$ cat src/core/pirf_pkg.sv
package pirf_pkg;

   // ----------------------------------------------------------------
   // widths
   // ----------------------------------------------------------------
   localparam int unsigned ADDR_W = 8;
   localparam int unsigned REQ_W  = 8;
   localparam int unsigned EVT_W  = 9;

   // ----------------------------------------------------------------
   // register offsets (byte addresses, one word each)
   // ----------------------------------------------------------------
   localparam logic [ADDR_W-1:0] REQ2_OFS     = 8'h00;
   localparam logic [ADDR_W-1:0] TMA_FLAG_OFS = 8'h04;
   localparam logic [ADDR_W-1:0] ENABLE_OFS   = 8'h08;
   localparam logic [ADDR_W-1:0] GCTRL_OFS    = 8'h0c;
   localparam logic [ADDR_W-1:0] EVT_STAT_OFS = 8'h10;
   localparam logic [ADDR_W-1:0] EVT_MASK_OFS = 8'h14;

   // ----------------------------------------------------------------
   // request register fields
   // ----------------------------------------------------------------
   localparam int unsigned REQ_DT_BIT  = 7;
   localparam int unsigned REQ_AD_BIT  = 6;
   localparam int unsigned REQ_S2_BIT  = 5;
   localparam int unsigned REQ_TG_BIT  = 4;
   localparam int unsigned REQ_TFH_BIT = 3;
   localparam int unsigned REQ_TFL_BIT = 2;
   localparam int unsigned REQ_TC_BIT  = 1;
   localparam int unsigned REQ_TB_BIT  = 0;

   // ----------------------------------------------------------------
   // other fields
   // ----------------------------------------------------------------
   localparam int unsigned TMA_FLAG_BIT   = 0;
   localparam int unsigned EN_TA_BIT      = 0;
   localparam int unsigned EN_DT_BIT      = 1;
   localparam int unsigned GC_PIN_EN_BIT  = 0;
   localparam int unsigned GC_RISE_BIT    = 1;
   localparam int unsigned EVT_TA_BIT     = 8;

   // ----------------------------------------------------------------
   // reset values
   // ----------------------------------------------------------------
   localparam logic [REQ_W-1:0] REQ2_RST     = 8'h00;
   localparam logic [0:0]       TMA_FLAG_RST = 1'h0;
   localparam logic [1:0]       ENABLE_RST   = 2'h0;
   localparam logic [1:0]       GCTRL_RST    = 2'h0;
   localparam logic [EVT_W-1:0] EVT_STAT_RST = 9'h000;
   localparam logic [EVT_W-1:0] EVT_MASK_RST = 9'h000;
   localparam logic [2:0]       PIN_SYNC_RST = 3'h0;

endpackage : pirf_pkg

$ cat src/core/pirf_flag_bank.sv
`timescale 1ns/100ps
module pirf_flag_bank
#(
   parameter int unsigned W          = 8,
   parameter logic [W-1:0] RST_VAL   = '0,
   parameter bit          CLR_ON_ONE = 1'b0
)
(
   input  wire logic         mclk,
   input  wire logic         arst_n,
   input  wire logic [W-1:0] set_vec,
   input  wire logic         wr_en,
   input  wire logic [W-1:0] wr_bits,
   output logic      [W-1:0] flags_q
);

   // ----------------------------------------------------------------
   // one sticky flag per bit; a set in the clearing cycle wins
   // ----------------------------------------------------------------
   logic [W-1:0] flags_d;

   for (genvar i = 0; i < W; i++)
   begin : g_bit
      logic clr;
      always_comb
      begin
         clr        = wr_en && (wr_bits[i] == CLR_ON_ONE) && flags_q[i];
         flags_d[i] = set_vec[i] | (flags_q[i] & ~clr);
      end
      always_ff @(posedge mclk or negedge arst_n)
      begin
         if (!arst_n)
            flags_q[i] <= RST_VAL[i];
         else
            flags_q[i] <= flags_d[i];
      end
   end

endmodule : pirf_flag_bank

$ cat src/core/pirf_top.sv
// How it works
// - timer A wrap sets its request flag
// - timer A enable gates its request
// - direct-transfer enable gates its request
// - request and timer A flags clear by writing 0 only
// - request layout dt,ad,s2,tg,tfh,tfl,tc,tb; reset 0
// - timer B overflow sets its flag
// - serial two done or abort sets flag
// - sleep with direct transfer sets flag
//
// The register offsets and the address-and-strobe port were chosen for this implementation.
`timescale 1ns/100ps
module pirf_top
#(
   parameter int unsigned DATA_W = 16
)
(
   input  wire logic                       mclk,
   input  wire logic                       arst_n,
   input  wire logic [pirf_pkg::ADDR_W-1:0] bus_addr,
   input  wire logic [DATA_W-1:0]          bus_wdata,
   input  wire logic                       bus_wr,
   input  wire logic                       bus_rd,
   output logic      [DATA_W-1:0]          bus_rdata_q,
   input  wire logic                       timer_a_wrap,
   input  wire logic                       timer_b_ovf,
   input  wire logic                       timer_c_ovf_up,
   input  wire logic                       timer_c_unf_down,
   input  wire logic                       timer_f_low_match,
   input  wire logic                       timer_f_high_match,
   input  wire logic                       timer_g_capture_pin,
   input  wire logic                       serial_two_done,
   input  wire logic                       serial_two_abort,
   input  wire logic                       adc_busy,
   input  wire logic                       sleep_exec,
   input  wire logic                       direct_transfer_enable,
   input  wire logic                       direct_transfer_taken,
   output logic      [pirf_pkg::REQ_W-1:0] req_flags_q,
   output logic                            timer_a_irq_q,
   output logic                            direct_transfer_irq_q,
   output logic                            irq_q
);
   import pirf_pkg::*;

   // ----------------------------------------------------------------
   // elaboration checks
   // ----------------------------------------------------------------
   if (DATA_W < EVT_W)
   begin : g_bad_width
      $error("data width too narrow for event status register");
   end

   if (EVT_W != REQ_W + 1)
   begin : g_bad_evt_width
      $error("event status must hold every request flag and timer a");
   end

   // ----------------------------------------------------------------
   // address decode
   // ----------------------------------------------------------------
   logic wr_req2;
   logic wr_tma;
   logic wr_en_reg;
   logic wr_gctrl;
   logic wr_evt_stat;
   logic wr_evt_mask;
   // an unmapped offset matches no branch, so its write is dropped;
   // nothing is signalled because the bus has no response path

   always_comb
   begin
      wr_req2     = 1'b0;
      wr_tma      = 1'b0;
      wr_en_reg   = 1'b0;
      wr_gctrl    = 1'b0;
      wr_evt_stat = 1'b0;
      wr_evt_mask = 1'b0;
      if (!bus_wr)
         wr_req2 = 1'b0;
      else if (bus_addr == REQ2_OFS)
         wr_req2 = 1'b1;
      else if (bus_addr == TMA_FLAG_OFS)
         wr_tma = 1'b1;
      else if (bus_addr == ENABLE_OFS)
         wr_en_reg = 1'b1;
      else if (bus_addr == GCTRL_OFS)
         wr_gctrl = 1'b1;
      else if (bus_addr == EVT_STAT_OFS)
         wr_evt_stat = 1'b1;
      else if (bus_addr == EVT_MASK_OFS)
         wr_evt_mask = 1'b1;
   end

   // ----------------------------------------------------------------
   // control registers
   // ----------------------------------------------------------------
   logic [1:0]       enable_q;
   logic [1:0]       enable_d;
   logic [1:0]       gctrl_q;
   logic [1:0]       gctrl_d;
   logic [EVT_W-1:0] evt_mask_q;
   logic [EVT_W-1:0] evt_mask_d;
   // only the low bits of these words are stored; the upper bits read
   // back as zero

   always_comb
   begin
      enable_d   = enable_q;
      gctrl_d    = gctrl_q;
      evt_mask_d = evt_mask_q;
      if (wr_en_reg)
         enable_d = bus_wdata[1:0];
      if (wr_gctrl)
         gctrl_d = bus_wdata[1:0];
      if (wr_evt_mask)
         evt_mask_d = bus_wdata[EVT_W-1:0];
   end

   always_ff @(posedge mclk or negedge arst_n)
   begin
      if (!arst_n)
      begin
         enable_q   <= ENABLE_RST;
         gctrl_q    <= GCTRL_RST;
         evt_mask_q <= EVT_MASK_RST;
      end
      else
      begin
         enable_q   <= enable_d;
         gctrl_q    <= gctrl_d;
         evt_mask_q <= evt_mask_d;
      end
   end

   // ----------------------------------------------------------------
   // capture pin synchroniser and edge detect
   // ----------------------------------------------------------------
   // the pin is asynchronous; a level counts only once stages 1 and 2
   // agree, which also rejects a single-cycle glitch
   logic [2:0] pin_sync_q;
   logic [2:0] pin_sync_d;
   logic       pin_level_q;
   logic       pin_level_d;
   logic       capture_edge;

   always_comb
   begin
      pin_sync_d  = {pin_sync_q[1:0], timer_g_capture_pin};
      pin_level_d = pin_level_q;
      if (pin_sync_q[1] == pin_sync_q[2])
         pin_level_d = pin_sync_q[2];
      capture_edge = 1'b0;
      if (gctrl_q[GC_PIN_EN_BIT] && (pin_level_d != pin_level_q))
         capture_edge = (pin_level_d == gctrl_q[GC_RISE_BIT]);
   end

   always_ff @(posedge mclk or negedge arst_n)
   begin
      if (!arst_n)
      begin
         pin_sync_q  <= PIN_SYNC_RST;
         pin_level_q <= 1'b0;
      end
      else
      begin
         pin_sync_q  <= pin_sync_d;
         pin_level_q <= pin_level_d;
      end
   end

   // ----------------------------------------------------------------
   // conversion finish detect
   // ----------------------------------------------------------------
   // finish is taken from the busy status falling, so the flag never
   // rises while the converter still reports activity
   logic adc_busy_q;
   logic adc_finish;

   always_comb
   begin
      adc_finish = adc_busy_q & ~adc_busy;
   end

   always_ff @(posedge mclk or negedge arst_n)
   begin
      if (!arst_n)
         adc_busy_q <= 1'b0;
      else
         adc_busy_q <= adc_busy;
   end

   // ----------------------------------------------------------------
   // request set terms
   // ----------------------------------------------------------------
   logic [REQ_W-1:0] req_set;
   logic [0:0]       tma_set;
   // every event input but the adc_busy level is a one-cycle strobe on this clock, so none is
   // synchronised; the capture pin is the only asynchronous input

   always_comb
   begin
      req_set              = '0;
      req_set[REQ_TB_BIT]  = timer_b_ovf;
      req_set[REQ_TC_BIT]  = timer_c_ovf_up | timer_c_unf_down;
      req_set[REQ_TFL_BIT] = timer_f_low_match;
      req_set[REQ_TFH_BIT] = timer_f_high_match;
      req_set[REQ_TG_BIT]  = capture_edge;
      req_set[REQ_S2_BIT]  = serial_two_done | serial_two_abort;
      req_set[REQ_AD_BIT]  = adc_finish;
      req_set[REQ_DT_BIT]  = sleep_exec & direct_transfer_enable
                             & direct_transfer_taken;
      tma_set              = timer_a_wrap;
   end

   // ----------------------------------------------------------------
   // request flags: software clears by writing 0, cannot set
   // ----------------------------------------------------------------
   logic [0:0]       tma_flag_q;
   logic [EVT_W-1:0] evt_stat_q;
   // the event status below is a second copy of these flags, so clearing
   // one view leaves the other standing

   pirf_flag_bank
   #(
      .W          (REQ_W),
      .RST_VAL    (REQ2_RST),
      .CLR_ON_ONE (1'b0)
   )
   u_req_flags
   (
      .mclk    (mclk),
      .arst_n  (arst_n),
      .set_vec (req_set),
      .wr_en   (wr_req2),
      .wr_bits (bus_wdata[REQ_W-1:0]),
      .flags_q (req_flags_q)
   );

   // timer a keeps a word of its own, so its flag can be cleared without
   // a read-modify-write of the shared request word
   pirf_flag_bank
   #(
      .W          (1),
      .RST_VAL    (TMA_FLAG_RST),
      .CLR_ON_ONE (1'b0)
   )
   u_tma_flag
   (
      .mclk    (mclk),
      .arst_n  (arst_n),
      .set_vec (tma_set),
      .wr_en   (wr_tma),
      .wr_bits (bus_wdata[TMA_FLAG_BIT:TMA_FLAG_BIT]),
      .flags_q (tma_flag_q)
   );

   // ----------------------------------------------------------------
   // event status, write one to clear
   // ----------------------------------------------------------------
   pirf_flag_bank
   #(
      .W          (EVT_W),
      .RST_VAL    (EVT_STAT_RST),
      .CLR_ON_ONE (1'b1)
   )
   u_evt_stat
   (
      .mclk    (mclk),
      .arst_n  (arst_n),
      .set_vec ({tma_set, req_set}),
      .wr_en   (wr_evt_stat),
      .wr_bits (bus_wdata[EVT_W-1:0]),
      .flags_q (evt_stat_q)
   );

   // ----------------------------------------------------------------
   // interrupt outputs
   // ----------------------------------------------------------------
   logic timer_a_irq_d;
   logic direct_transfer_irq_d;
   logic irq_d;
   // lines are registered for clean outputs, so each trails its flag by
   // one cycle and also drops one cycle after the clear

   always_comb
   begin
      timer_a_irq_d         = tma_flag_q[0] & enable_q[EN_TA_BIT];
      direct_transfer_irq_d = req_flags_q[REQ_DT_BIT]
                              & enable_q[EN_DT_BIT];
      irq_d                 = |(evt_stat_q & evt_mask_q);
   end

   always_ff @(posedge mclk or negedge arst_n)
   begin
      if (!arst_n)
      begin
         timer_a_irq_q         <= 1'b0;
         direct_transfer_irq_q <= 1'b0;
         irq_q                 <= 1'b0;
      end
      else
      begin
         timer_a_irq_q         <= timer_a_irq_d;
         direct_transfer_irq_q <= direct_transfer_irq_d;
         irq_q                 <= irq_d;
      end
   end

   // ----------------------------------------------------------------
   // read data
   // ----------------------------------------------------------------
   // data stands for one cycle only; unmapped reads answer zero
   logic [DATA_W-1:0] bus_rdata_d;

   always_comb
   begin
      bus_rdata_d = '0;
      if (!bus_rd)
         bus_rdata_d = '0;
      else if (bus_addr == REQ2_OFS)
         bus_rdata_d[REQ_W-1:0] = req_flags_q;
      else if (bus_addr == TMA_FLAG_OFS)
         bus_rdata_d[TMA_FLAG_BIT] = tma_flag_q[0];
      else if (bus_addr == ENABLE_OFS)
         bus_rdata_d[1:0] = enable_q;
      else if (bus_addr == GCTRL_OFS)
         bus_rdata_d[1:0] = gctrl_q;
      else if (bus_addr == EVT_STAT_OFS)
         bus_rdata_d[EVT_W-1:0] = evt_stat_q;
      else if (bus_addr == EVT_MASK_OFS)
         bus_rdata_d[EVT_W-1:0] = evt_mask_q;
   end

   always_ff @(posedge mclk or negedge arst_n)
   begin
      if (!arst_n)
         bus_rdata_q <= '0;
      else
         bus_rdata_q <= bus_rdata_d;
   end

endmodule : pirf_top

$ cat config.mk
export PLATFORM = sky130hd
export DESIGN_NAME = pirf_top
export DESIGN_NICKNAME = d
export VERILOG_FILES = /design/src/core/pirf_pkg.sv /design/src/core/pirf_flag_bank.sv /design/src/core/pirf_top.sv
export SDC_FILE = /design/constraint.sdc
export NUM_CORES = 1
export LEC_CHECK = 0
export ABC_AREA = 1
export BUFFER_PORTS_ARGS = -buffer_cell sky130_fd_sc_hd__buf_2
export CAP_MARGIN = 20
export CORE_MARGIN = 3
export CORE_UTILIZATION = 50
export CTS_BUF_LIST = sky130_fd_sc_hd__clkbuf_8
export CTS_CLUSTER_DIAMETER = 120
export CTS_CLUSTER_SIZE = 16
export DETAILED_ROUTE_END_ITERATION = 16
export GPL_ROUTABILITY_DRIVEN = 0
export GPL_TIMING_DRIVEN = 0
export MAX_ROUTING_LAYER = met4
export PLACE_DENSITY = 0.84
export SYNTH_ARGS = -nofsm -noshare
export SYNTH_HDL_FRONTEND = slang
export SYNTH_SLANG_ARGS = --single-unit
$ cat constraint.sdc
create_clock -name mclk -period 1.1 [get_ports mclk]
set_input_delay 0.22 -clock mclk [delete_from_list [all_inputs] [get_ports mclk]]
set_output_delay 0.22 -clock mclk [all_outputs]
set_load 0.005 [all_outputs]
Word-level counts from Yosys, hierarchy flattened
Index checks and enable logic that the tools add are counted.
{ "totals": {"latch_bits": 0, "ramBits": 0, "romBits": 0, "inputBits": 41, "reg_bits": 48, "n_memories": 0} }
{ "op_classes": {"n_eq_ne": 8, "n_lt_le_gt_ge": 0, "muxes": 40, "div_mod_pow": 0, "mul": 0, "bitwise_logic": 71, "n_addsub": 0, "reduce_logical": 39, "shifts": 0} }
{ "ops": {"columns": ["op", "n"], "rows": [
  ["1-bit logical AND", 37],
  ["1-bit two-way mux", 31],
  ["9-bit two-way mux", 3],
  ["1-bit inverter", 27],
  ["1-bit AND", 23],
  ["1-bit OR", 20],
  ["8-bit by 4-bit == test with 1-bit output (second input constant)", 2],
  ["8-bit by 5-bit == test with 1-bit output (second input constant)", 2],
  ["8-bit two-way mux", 2],
  ["7-bit two-way mux", 2],
  ["9-bit AND", 1],
  ["9-bit OR reduction", 1],
  ["8-bit by 3-bit == test with 1-bit output (second input constant)", 1],
  ["8-bit logical NOT", 1],
  ["2-bit two-way mux", 2],
  ["1-bit == test", 2],
  ["1-bit != test", 1]
]} }

Depth between registers and ports, before layout
Gate-level depths: netlist (run 1).
{ "logic_depth": {"depth_word": 12, "depth_mapped": 10, "depth_no_buf": 10} }

By module
Synthesis (run 1) repeated with hierarchy kept, for this count alone.
{ "hier_totals": {"cells_unflattened": 295, "area_unflattened_um2": 2339.7} }
{ "modules_own_cells": {"columns": ["mod", "area_each_um2", "seq_area_each_um2", "cells_each", "n_inst"], "rows": [
  ["pirf_top", 1569.0, 750.7, 194, 1],
  ["pirf_flag_bank (u_evt_stat)", 371.6, 225.2, 46, 1],
  ["pirf_flag_bank (u_req_flags)", 355.3, 200.2, 49, 1],
  ["pirf_flag_bank (u_tma_flag)", 43.8, 25.0, 6, 1]
]} }

Worst setup path before layout (run 1)
Ideal clock, no wire load.
{ "synth_path": {"kind": "input -> register", "from": "in bus_addr[3] (netlist bit)", "to": "reg evt_mask_q[8]", "t_required_ps": 972, "path_buffers": 0, "arrival_ps": 1051, "setup_time_ps": 128, "setup_slack_ps": -79, "path_stages": 6, "cell_sequence": "inv_2 -> nand2_2 -> nor2_4 -> nand2_4 -> nor2_8 -> mux2_1"} }
{ "synth_via": {"elab_chain_cells": 8, "elab_cells_between_ends": 13, "classes_between": "eq/ne: 5; mux: 7; reduce/logical: 1"} }
{ "synth_lines": {"columns": ["item", "line", "rtl"], "rows": [
  ["start, declared", "pirf_top.sv:20", "input wire logic [pirf_pkg::ADDR_W-1:0] bus_addr,"],
  ["8-bit by 5-bit == test with 1-bit output", "pirf_top.sv:90", "else if (bus_addr == EVT_MASK_OFS)"],
  ["1-bit two-way mux", "pirf_top.sv:90", null],
  ["1-bit two-way mux", "pirf_top.sv:88", "else if (bus_addr == EVT_STAT_OFS)"],
  ["1-bit two-way mux", "pirf_top.sv:86", "else if (bus_addr == GCTRL_OFS)"],
  ["1-bit two-way mux", "pirf_top.sv:84", "else if (bus_addr == ENABLE_OFS)"],
  ["1-bit two-way mux", "pirf_top.sv:82", "else if (bus_addr == TMA_FLAG_OFS)"],
  ["1-bit two-way mux (*)", "pirf_top.sv:80", "else if (bus_addr == REQ2_OFS)"],
  ["1-bit two-way mux (*)", "pirf_top.sv:78", "if (!bus_wr)"],
  ["end signal, assigned", "pirf_top.sv:131", "evt_mask_q <= evt_mask_d;"],
  ["end, declared", "pirf_top.sv:101", "logic [EVT_W-1:0] evt_mask_q;"]
]} }
Mark *: on every way between the ends. The rest lies on a longest branch, timed or not.
A chain may end at the register's enable or synchronous reset.

Worst setup path in the final report (run 1)
{ "layout_path": {"from": "reg u_req_flags.flags_q[2]", "to": "out req_flags_q[2] (netlist bit)"} }
{ "layout_lines": {"columns": ["item", "line", "rtl"], "rows": [
  ["start, declared", "pirf_flag_bank.sv:14", "output logic [W-1:0] flags_q"],
  ["start signal, assigned by index", "pirf_flag_bank.sv:33", "flags_q[i] <= RST_VAL[i];"],
  ["start signal, assigned by index", "pirf_flag_bank.sv:35", "flags_q[i] <= flags_d[i];"],
  ["end, declared", "pirf_top.sv:38", "output logic [pirf_pkg::REQ_W-1:0] req_flags_q,"]
]} }
No word-level cell between the ends.

==> results of run 1 <==
[layout by cell type, fill, tap and decap left out, drive strengths merged]
cell type    instances
a21oi                8
inv                 41
mux2                 1
o21a                 2
a221oi               1
dlygate4sd3          1
dfrtp               48
nand4                1
o21ai               28
nand2               77
nor2                19
nand3               24
o31ai                1
o211ai               1
clkinv               1
o2111ai              1
conb                 7
nor3                 2
clkbuf               7
a22o                 1
buf                 72
[power by group]
part	switching [mW]	internal (mW)	leakage, nW
clock network	0.612	0.515	0.0516
logic	0.233	0.160	1.01
registers	0.0353	1.82	0.531
[cell type report]
| type | count | area [sq um] | share of cell area, % |
|---|---|---|---|
| plain buffers | 10 | 86.3 | 2.91 |
| flip-flops and latches | 48 | 1200 | 40.5 |
| repair buffers | 64 | 385 | 13.0 |
| multi-input cells | 174 | 938 | 31.6 |
| clock inverters | 2 | 13.8 | 0.464 |
| clock buffers | 6 | 82.6 | 2.78 |
| inverters | 40 | 194 | 6.54 |
| well taps | 52 | 65.1 | 2.19 |
[through the flow]
stage          setup TNS [ns]  utilization (%)  power, mW  instances
2_1_floorplan         -0.0390                -       2.07        272
3_3_place_gp           -10.17             62.0       2.23        377
3_5_place_dp           -12.80             62.0       2.24        377
4_1_cts                     0             64.6       3.35        387
5_1_grt                -0.180             67.7       3.50        396
6_report                    0             67.7       3.37        396
[sequential cells by signal, summed over array words and instances (netlist names), 2 cells and up]
signal and cells:
bus_rdata_q 9, evt_mask_q 9, u_evt_stat.flags_q 9, u_req_flags.flags_q 8, pin_sync_q 3, enable_q 2
gctrl_q 2
[cells by family after synthesis]
group                  after synthesis  synth area share, %
and+or+nand+nor                    123                 25.9
buffers and inverters               50                 10.1
DFF                                 48                 52.4
AOI/OAI and AO/OA                   43                 11.0
muxes                                1                0.491
other                                1                0.164
[per-layer routing]
metal  share of wire (%)  GRT usage [%]
met5                   0              -
met3                 7.4           3.42
met1                  42           25.9
met4                 1.5           7.44
met2                  49           30.6
[worst max-delay path by stage]
| stage | slack [ns] | depth (start not counted) | from | to |
|---|---|---|---|---|
| CTS | 0.01 | 1 | u_req_flags.flags_q[1] | req_flags_q[1] |
| finish | 0.02 | 1 | u_req_flags.flags_q[2] | req_flags_q[2] |
| global placement | -0.37 | 9 | bus_addr[7] | u_req_flags.flags_q[5] |
| floorplan | -0.04 | 6 | bus_addr[7] | evt_mask_q[8] |
| detailed placement | -0.39 | 9 | bus_addr[7] | u_req_flags.flags_q[5] |
| global route | -0.03 | 10 | bus_addr[3] | u_evt_stat.flags_q[3] |
[timing repair]
action	CTS	global route
cloned	0	1
pin swaps	2	4
hold buffers	0	1
setup endpoints to repair	13	15
resized for setup	1	12
hold endpoints to repair	0	21
setup buffers	2	6
==> summary.md, run 1 <==
| Metric | Value |
|---|---|
| Worst hold slack | 0.0151 ns |
| Leakage power total | 1.59 nW |
| Cell with the largest stage delay on the worst path | dfrtp_1 |
| Syn. warnings | 0 |
| Pwr Density | 1140 mW/mm^2 |
| Number of enable flip-flop cells after synthesis | 0 |
| Clock Skews | 0.00593 ns |
| Total wirelength of the detailed-routed design | 5460 um |
| Post-synth top cells | nand2_1 (67), dfrtp_1 (48), inv_1 (31) |
| FFs w/ async S/R, synth | 100% |
| Site row count | 24 |
| Ports placed on the boundary | 68 |
| Cell area after placement | 0.00272 sq mm |
| Floorplan die area | 0.00544 sq mm |
| Status | completed |
| # nets final | 384 |
| Final setup violation count | 0 |
| CTS Root Cell | clkbuf_8 |
| Number of antenna violations at the first check in global routing | 0 |
| Number of port buffers | 53 |
| Number of global-route vias before repair | 1790 |
| Clock buffer count from CTS | 5 |
| Depth of the CTS H-tree | 2 |
| Synthesized area per cell | 8.62 sq um |
| Beginning of the worst register-to-register path | pin_level_q |
| Slew margin rel. | 65.7% |
| Clock tree from TritonCTS | done |
| Endpoint of the worst hold-timing path | pin_sync_q[0] |
| Reg2reg path depth | 6 |
| Fillers | 331 |
| Wire length of the first global-routing pass | 7930 um |
| Core Box Area | 0.00438 sq mm |
| Maximum number of pins on one net before global-route repair | 49 |
| Number of nets with antenna violations after routing | 0 |
| Start point of the worst hold path | timer_g_capture_pin |
| R2r setup slk | 0.03 ns |
| Antenna diode instance count | 0 |
| Most used DFF post-synth | dfrtp_1 |
| Worst reg2reg endpoint | u_evt_stat.flags_q[4] |
| Die Height | 73.7 um |
| Final slew viol count | 0 |
| DRC marker count from the first detailed-route iteration | 220 |
| Worst setup EP type | output pin |
| Worst endpoint data arrival time | 0.86 ns |
| Post-Synthesis Cell Area | 0.00229 sq mm |
| Top delay family on crit path | flip-flops |
| DRC Markers | 0 |
| Share of synthesized area occupied by flip-flops and latches | 52.4% |
| TritonCTS sink count | 48 |
| Final count of hold timing violations | 0 |
| Top cell type's share of synthesized area | 52.4% |
| Post-placement setup slack | -0.392 ns |
| Layout-stage area growth over the synthesis result | 29.4% |
| Maximum VDD drop | 1.02 mV |
| Average wire per standard cell | 13.8 um |
| Maximum Capacitance Violations | 0 |
| CP Cell Sequence | buf_2 |
| Yosys reg bits | 48 |
| Min setup slack post-route | 0.0205 ns |
| Ratio of cells with drive above 1 in the final layout | 33.1% |
| Post-route minimum period | 1.08 ns |
| Half-perimeter wire length after detailed placement | 3770 um |
| Slew at the pin closest to its max-slew limit | 0.514 ns |
| Req. time, crit path | 0.88 ns |
| Clock transition at the registers of the reported paths | 0.09 ns |
| Maximum frequency from static timing analysis | 926 MHz |
| Hold depth | 1 |
| Final instance area | 0.00297 sq mm |
| CP startpoint kind | flip-flop |
| Final cycle utilization of the critical path | 98.1% |
| Number of library cell types mapped by synthesis | 29 |
| Worst min-delay path class | primary input to flip-flop |
| Number of iterations in the first detailed-routing pass | 5 |
| CP bufs+invs | 1 |
| Slowest cell delay on critical path | 0.41 ns |
| Cell types occupying the most area after synthesis | dfrtp_1 (52%), nand2_1 (11%), nand3_1 (5.2%), inv_1 (5.1%), o21ai_1 (3.3%) |
| Most frequently used cell type in the post-synthesis netlist | nand2_1 |
| Cell count after synthesis | 266 |
| Most area-hungry cell type in the Yosys netlist | dfrtp_1 |
| Initial Utilization | 52.3% |
| Overall fraction of global-route tracks in use | 19.7% |
| Max Buffers Root-to-Sink | 2 |
| Sum of overflow across all layers after global routing | 0 |
| Width of the chip | 73.7 um |
| Worst Setup Path Type | flip-flop to output pin |
| Critical-path maximum fanout | 3 |
| Clock latency of the later-clocked register in the worst-skew pair | 0.31 ns |
| Via count | 2064 |
| Post-DR vias/cell | 5.21 |
Note: power is estimated with default switching activity, not from simulation.
==> inputs of run 2 (changes only) <==
Settings changed: SLEW_MARGIN from default to 20.
Clock period 1.1 ns to 1.2 ns, I/O delays scaled along.
==> summary.md, run 2 (synthesis gave the netlist of run 1 again) <==
| Metric | Value |
|---|---|
| Status | completed |
| Commonest non-fill, non-tap cells in the layout | nand2_1 (67), buf_2 (52), dfrtp_1 (48) |
| Ratio of cells with drive above 1 in the final layout | 29.9% |
| Slew at the pin closest to its max-slew limit | 0.595 ns |
| Depth of the CTS H-tree | 2 |
| Core Box Area | 0.00438 sq mm |
| Fillers | 373 |
| Clock buffer count from CTS | 5 |
| Clock transition at the registers of the reported paths | 0.08 ns |
| Registers with the most flip-flops | bus_rdata_q x9, evt_mask_q x9, u_evt_stat.flags_q x9 |
| Worst min-delay path class | primary input to flip-flop |
| Final cycle utilization of the critical path | 94.9% |
| Clock latency of the later-clocked register in the worst-skew pair | 0.30 ns |
| Start point of the worst hold path | timer_g_capture_pin |
| CP Cell Sequence | buf_2 -> inv_2 -> nand2_2 -> nor2_4 -> nand2_4 -> nor2_8 -> mux2_1 |
| Met3 usage in global routing | 4.92% |
| # nets final | 378 |
| Wire length of the first global-routing pass | 8150 um |
| Maximum frequency from static timing analysis | 878 MHz |
| Post-route minimum period | 1.14 ns |
| Average wire per standard cell | 13.2 um |
| Cell with the largest stage delay on the worst path | mux2_1 |
| Final total power | 2.92 mW |
| Worst endpoint data arrival time | 1.33 ns |
| Area of combinational cells with multiple inputs | 887 sq um |
| TritonCTS sink count | 48 |
| Most frequent standard cell in the layout excluding fill and tap cells | nand2_1 |
| Met1 Use GR | 28.0% |
| Clock tree from TritonCTS | done |
| Via count | 1961 |
| Overall fraction of global-route tracks in use | 20.6% |
| Pwr Density | 1050 mW/mm^2 |
| Register area | 0.00120 sq mm |
| Critical-path maximum fanout | 7 |
| Unrepaired setup endpoints after global routing | false |
| Worst Setup Path Type | primary input to flip-flop |
| Die Height | 73.7 um |
| Top delay family on crit path | simple AND/OR/NAND/NOR gates |
| Ports placed on the boundary | 68 |
| Number of iterations in the first detailed-routing pass | 4 |
| Layout-stage area growth over the synthesis result | 21.2% |
| Post-DR vias/cell | 5.03 |
| Half-perimeter wire length after detailed placement | 3800 um |
| Slowest cell delay on critical path | 0.33 ns |
| Site row count | 24 |
| Number of port buffers | 53 |
| Beginning of the worst register-to-register path | u_evt_stat.flags_q[3] |
| Final count of hold timing violations | 0 |
| Worst setup EP type | flip-flop |
| Startpoint of the worst setup timing path | bus_addr[3] |
| Met2 usage in global routing | 30.1% |
| CP bufs+invs | 2 |
| Number of nets with antenna violations after routing | 0 |
| Maximum VDD drop | 0.714 mV |
| Final slew viol count | 0 |
| Total wirelength of the detailed-routed design | 5130 um |
| Width of the chip | 73.7 um |
| Busiest layer in global routing | met2 |
| Leakage power total | 1.51 nW |
| R2r setup slk | 0.13 ns |
| CP startpoint kind | primary input |
| Initial Utilization | 52.3% |
| Slew margin rel. | 60.3% |
| DRC Markers | 0 |
| Antenna diode instance count | 0 |
| DRC marker count from the first detailed-route iteration | 236 |
| Number of antenna violations at the first check in global routing | 0 |
| Clock Skews | 0.00548 ns |
| Sum of overflow across all layers after global routing | 0 |
| Maximum number of pins on one net before global-route repair | 49 |
| Number of global-route vias before repair | 1760 |
| Max Buffers Root-to-Sink | 2 |
| Floorplan die area | 0.00544 sq mm |
| Maximum Capacitance Violations | 0 |
| Req. time, crit path | 1.39 ns |
| CTS Root Cell | clkbuf_8 |
| Final setup violation count | 0 |
| Worst hold slack | 0.0441 ns |
run 2: cell count changes in the layout (fill, tap and decap cells not counted), moves of 2 or more:
cell / previous run / this run
inv_4: 5 / 0
nand2_2: 5 / 8
nand2_1: 65 / 67
nand2_4: 6 / 2
buf_4: 17 / 12
inv_8: 2 / 0
inv_2: 2 / 9
inv_1: 30 / 33
run 2: metal layers:
layer	part of all wire (%)	wire [um]
met5	0	0
met4	1.2	60
met3	6.8	349
met2	48	2470
met1	44	2260
run 2: worst paths after layout:
| path | endpoint | depth (start not counted) |
|---|---|---|
| worst max-delay path | evt_mask_q[8] | 7 |
| worst min-delay path | pin_sync_q[0] | 1 |
| worst max register to register | irq_q | 4 |
| worst min register to register | pin_sync_q[1] | 0 |
| max in group asynchronous | pin_sync_q[0] | 2 |
| min in group asynchronous | evt_mask_q[3] | 2 |
run 2: area by class of cell:
| type | count | area share [%] |
|---|---|---|
| clock buffer | 5 | 2.48 |
| multi-input combinational | 174 | 31.9 |
| buffer | 10 | 2.97 |
| tap | 52 | 2.34 |
| clock inverter | 3 | 0.585 |
| timing repair buffer | 58 | 11.1 |
| inverter | 40 | 5.40 |
| sequential | 48 | 43.2 |
run 2: repair_timing:
| action | 4_1_cts | 5_1_grt |
|---|---|---|
| hold endpoints to repair | 0 | 47 |
| resized for setup | 0 | 1 |
| endpoints found under the setup margin | 0 | 9 |
| hold buffers | 0 | 1 |
| buffers inserted | 0 | 4 |
run 2: power breakdown:
group	total, mW	switching, mW	internal, mW
registers	1.70	0.0307	1.67
clock network	0.917	0.517	0.400
logic	0.303	0.187	0.116
total	2.92	0.734	2.18
run 2: worst reg2reg max path: stages (launching register included):
cell	delay, ns
dfrtp_1	0.40
nand2_1	0.08
nand2_1	0.07
a221oi_1	0.24
nand4_1	0.14
run 2: metrics by stage:
step / setup slack (ns) / cells / TNS (ns) / cell area [sq um] / utilization (%)
2_1_floorplan: 0.00133 / 272 / 0 / 2320 / -
3_3_place_gp: -0.282 / 377 / -5.58 / 2650 / 60.4
3_5_place_dp: -0.305 / 377 / -6.60 / 2650 / 60.4
4_1_cts: 0.0225 / 385 / 0 / 2730 / 62.3
5_1_grt: 0.0133 / 390 / 0 / 2780 / 63.4
6_report: 0.0612 / 390 / 0 / 2780 / 63.4
==> inputs of run 3 (changes only) <==
Settings changed: ABC_AREA 1 to default.
==> summary.md, run 3 <==
| Metric | Value |
|---|---|
| Slew at the pin closest to its max-slew limit | 0.594 ns |
| Worst min-delay path class | primary input to flip-flop |
| Worst setup EP type | flip-flop |
| Clock buffer count from CTS | 5 |
| Width of the chip | 72.1 um |
| Length of routed wiring on met1 | 2250 um |
| FFs w/ async S/R, synth | 100% |
| Post-Synthesis Cell Area | 0.00218 sq mm |
| Number of antenna violations at the first check in global routing | 0 |
| Cell count after synthesis | 183 |
| Top cell type's share of synthesized area | 55.0% |
| Number of enable flip-flop cells after synthesis | 0 |
| Leakage power total | 1.31 nW |
| Floorplan die area | 0.00520 sq mm |
| Wire length of the first global-routing pass | 8440 um |
| Initial Utilization | 53.1% |
| Number of iterations in the first detailed-routing pass | 4 |
| Final cycle utilization of the critical path | 117% |
| Most area-hungry cell type in the Yosys netlist | dfrtp_1 |
| Maximum Capacitance Violations | 0 |
| Total wirelength of the detailed-routed design | 5490 um |
| Final count of hold timing violations | 0 |
| Met3 wire length | 326 um |
| Overall fraction of global-route tracks in use | 21.8% |
| Failing checks | negative setup slack |
| Most frequent standard cell in the layout excluding fill and tap cells | buf_2 |
| Synthesized area per cell | 11.9 sq um |
| Clock transition at the registers of the reported paths | 0.08 ns |
| Final total power | 3.06 mW |
| Min setup slack post-route | -0.209 ns |
| Post-placement setup slack | -0.701 ns |
| Syn. warnings | 0 |
| Clock Skews | 0.00688 ns |
| Number of port buffers | 52 |
| DRC marker count from the first detailed-route iteration | 111 |
| Maximum frequency from static timing analysis | 710 MHz |
| Slew margin rel. | 60.4% |
| Post-route minimum period | 1.41 ns |
| Worst Setup Path Type | primary input to flip-flop |
| Req. time, crit path | 1.39 ns |
| Final slew viol count | 0 |
| Share of synthesized area occupied by flip-flops and latches | 55.0% |
| Ports placed on the boundary | 68 |
| Depth of the CTS H-tree | 2 |
| Number of global-route vias before repair | 1777 |
| Registers with the most flip-flops | bus_rdata_q x9, evt_mask_q x9, u_evt_stat.flags_q x9 |
| CTS Root Cell | clkbuf_8 |
| Met2 Wirelength | 2820 um |
| Pwr Density | 1070 mW/mm^2 |
| R2r setup slk | -0.05 ns |
| Most used DFF post-synth | dfrtp_1 |
| Layout-stage area growth over the synthesis result | 31.6% |
| Top Metal Used | met4 |
| Most frequently used cell type in the post-synthesis netlist | dfrtp_1 |
| Ratio of cells with drive above 1 in the final layout | 44.4% |
| Final setup violation count | 15 |
| DRC Markers | 0 |
| Post-synth top cells | dfrtp_1 (48), mux2_2 (22), a21o_1 (11), nand3_1 (11) |
| Maximum number of pins on one net before global-route repair | 49 |
| Via count | 1799 |
| Max Buffers Root-to-Sink | 2 |
| # nets final | 298 |
| Commonest non-fill, non-tap cells in the layout | buf_2 (51), dfrtp_1 (48), buf_4 (13) |
| TritonCTS sink count | 48 |
| Unrepaired setup endpoints after global routing | true |
| Status | finished with violations |
| Total Neg Setup Slack | -2.34 ns |
| Core Box Area | 0.00412 sq mm |
| Critical-path maximum fanout | 5 |
| Site row count | 23 |
| Clock latency of the later-clocked register in the worst-skew pair | 0.31 ns |
| Fillers | 288 |
| Worst endpoint data arrival time | 1.60 ns |
| Number of nets with antenna violations after routing | 0 |
| Die Height | 72.1 um |
| Cell types occupying the most area after synthesis | dfrtp_1 (55%), mux2_2 (11%), a21o_1 (3.8%), nand4_1 (2.9%), a22oi_1 (2.8%) |
| CP startpoint kind | primary input |
| Average wire per standard cell | 17.9 um |
| Antenna diode instance count | 0 |
| Yosys reg bits | 48 |
| Number of library cell types mapped by synthesis | 36 |
| Sum of overflow across all layers after global routing | 0 |
| Post-DR vias/cell | 5.86 |
| Clock tree from TritonCTS | done |
| Maximum VDD drop | 0.707 mV |
| Half-perimeter wire length after detailed placement | 3600 um |
[run 3: cell types whose count changed in the layout (fill, tap and decap cells not counted), moves of 8 or more]
cell     before  now
nand2_1      67    2
inv_1        33    4
o21ai_1      15    0
nand3_1      24   10
mux2_4        0   12
a21o_1        0   11
mux2_2        0   10
inv_2         9    0
nand4_1       1   10
o21ai_0       9    0
nand2_2       8    0
nor3_1        2   10
[run 3: cell type report]
cell class              count  area [sq um]  area share [%]
plain buffers              16           135            4.70
clock inverters             2          8.76           0.305
flip-flops and latches     48          1200            41.8
multi-input cells         122          1030            35.9
clock buffers               5          68.8            2.40
repair buffers             61           354            12.3
inverters                   3          11.3           0.392
well taps                  50          62.6            2.18
[run 3: what timing repair did]
item                                    4_1_cts  5_1_grt
hold buffers                                  0        1
hold endpoints to repair                      0       48
pin swaps                                     6        3
resized for setup                            22       11
buffers inserted                              6        2
endpoints found under the setup margin       20       24
cloned                                        0        1
[run 3: final timing paths]
| kind | from | to | cells past startpoint |
|---|---|---|---|
| max in group asynchronous | arst_n | u_req_flags.flags_q[4] | 2 |
| hold reg to reg | pin_sync_q[0] | pin_sync_q[1] | 0 |
| setup reg to reg | gctrl_q[1] | u_req_flags.flags_q[4] | 3 |
| setup / recovery | bus_addr[0] | evt_mask_q[7] | 5 |
| hold / removal | timer_g_capture_pin | pin_sync_q[0] | 1 |
| min in group asynchronous | arst_n | u_req_flags.flags_q[7] | 2 |
[run 3: cell families (layout without fill, tap and decap cells)]
kind of cell	after synthesis	count (layout)	synth area share, %
simple gates	57	57	15.5
flops	48	48	55.0
compound gates	33	33	12.0
mux	24	24	12.3
buf+inv	19	87	4.58
fa+ha+maj	1	1	0.458
other cells	1	7	0.172
[run 3: stage by stage]
step	cell area, sq um	hold slack [ns]	cells	util (%)
floorplan	2280	-0.0556	189	-
global placement	2600	0.335	291	63.2
detailed placement	2600	0.335	291	63.2
CTS	2810	0.0313	304	68.2
global route	2870	0.0309	307	69.8
finish	2870	0.0376	307	69.8
[run 3: power by group]
part / internal (mW) / switching (mW)
Sequential: 1.67 / 0.0369
Combinational: 0.214 / 0.215
Clock: 0.389 / 0.536
Total: 2.28 / 0.787
[run 3: worst max-delay path, stage by stage]
cell and delay [ns]:
buf_8 0.09, or4_4 0.57, nor3_4 0.23, buf_6 0.17, mux2_4 0.30
[run 3: layer usage]
metal | vias up | GRT usage [%]
met5 | - | -
met4 | 0 | 7.72
li1 | 819 | -
met3 | 10 | 5.40
met1 | 896 | 27.0
met2 | 74 | 35.0
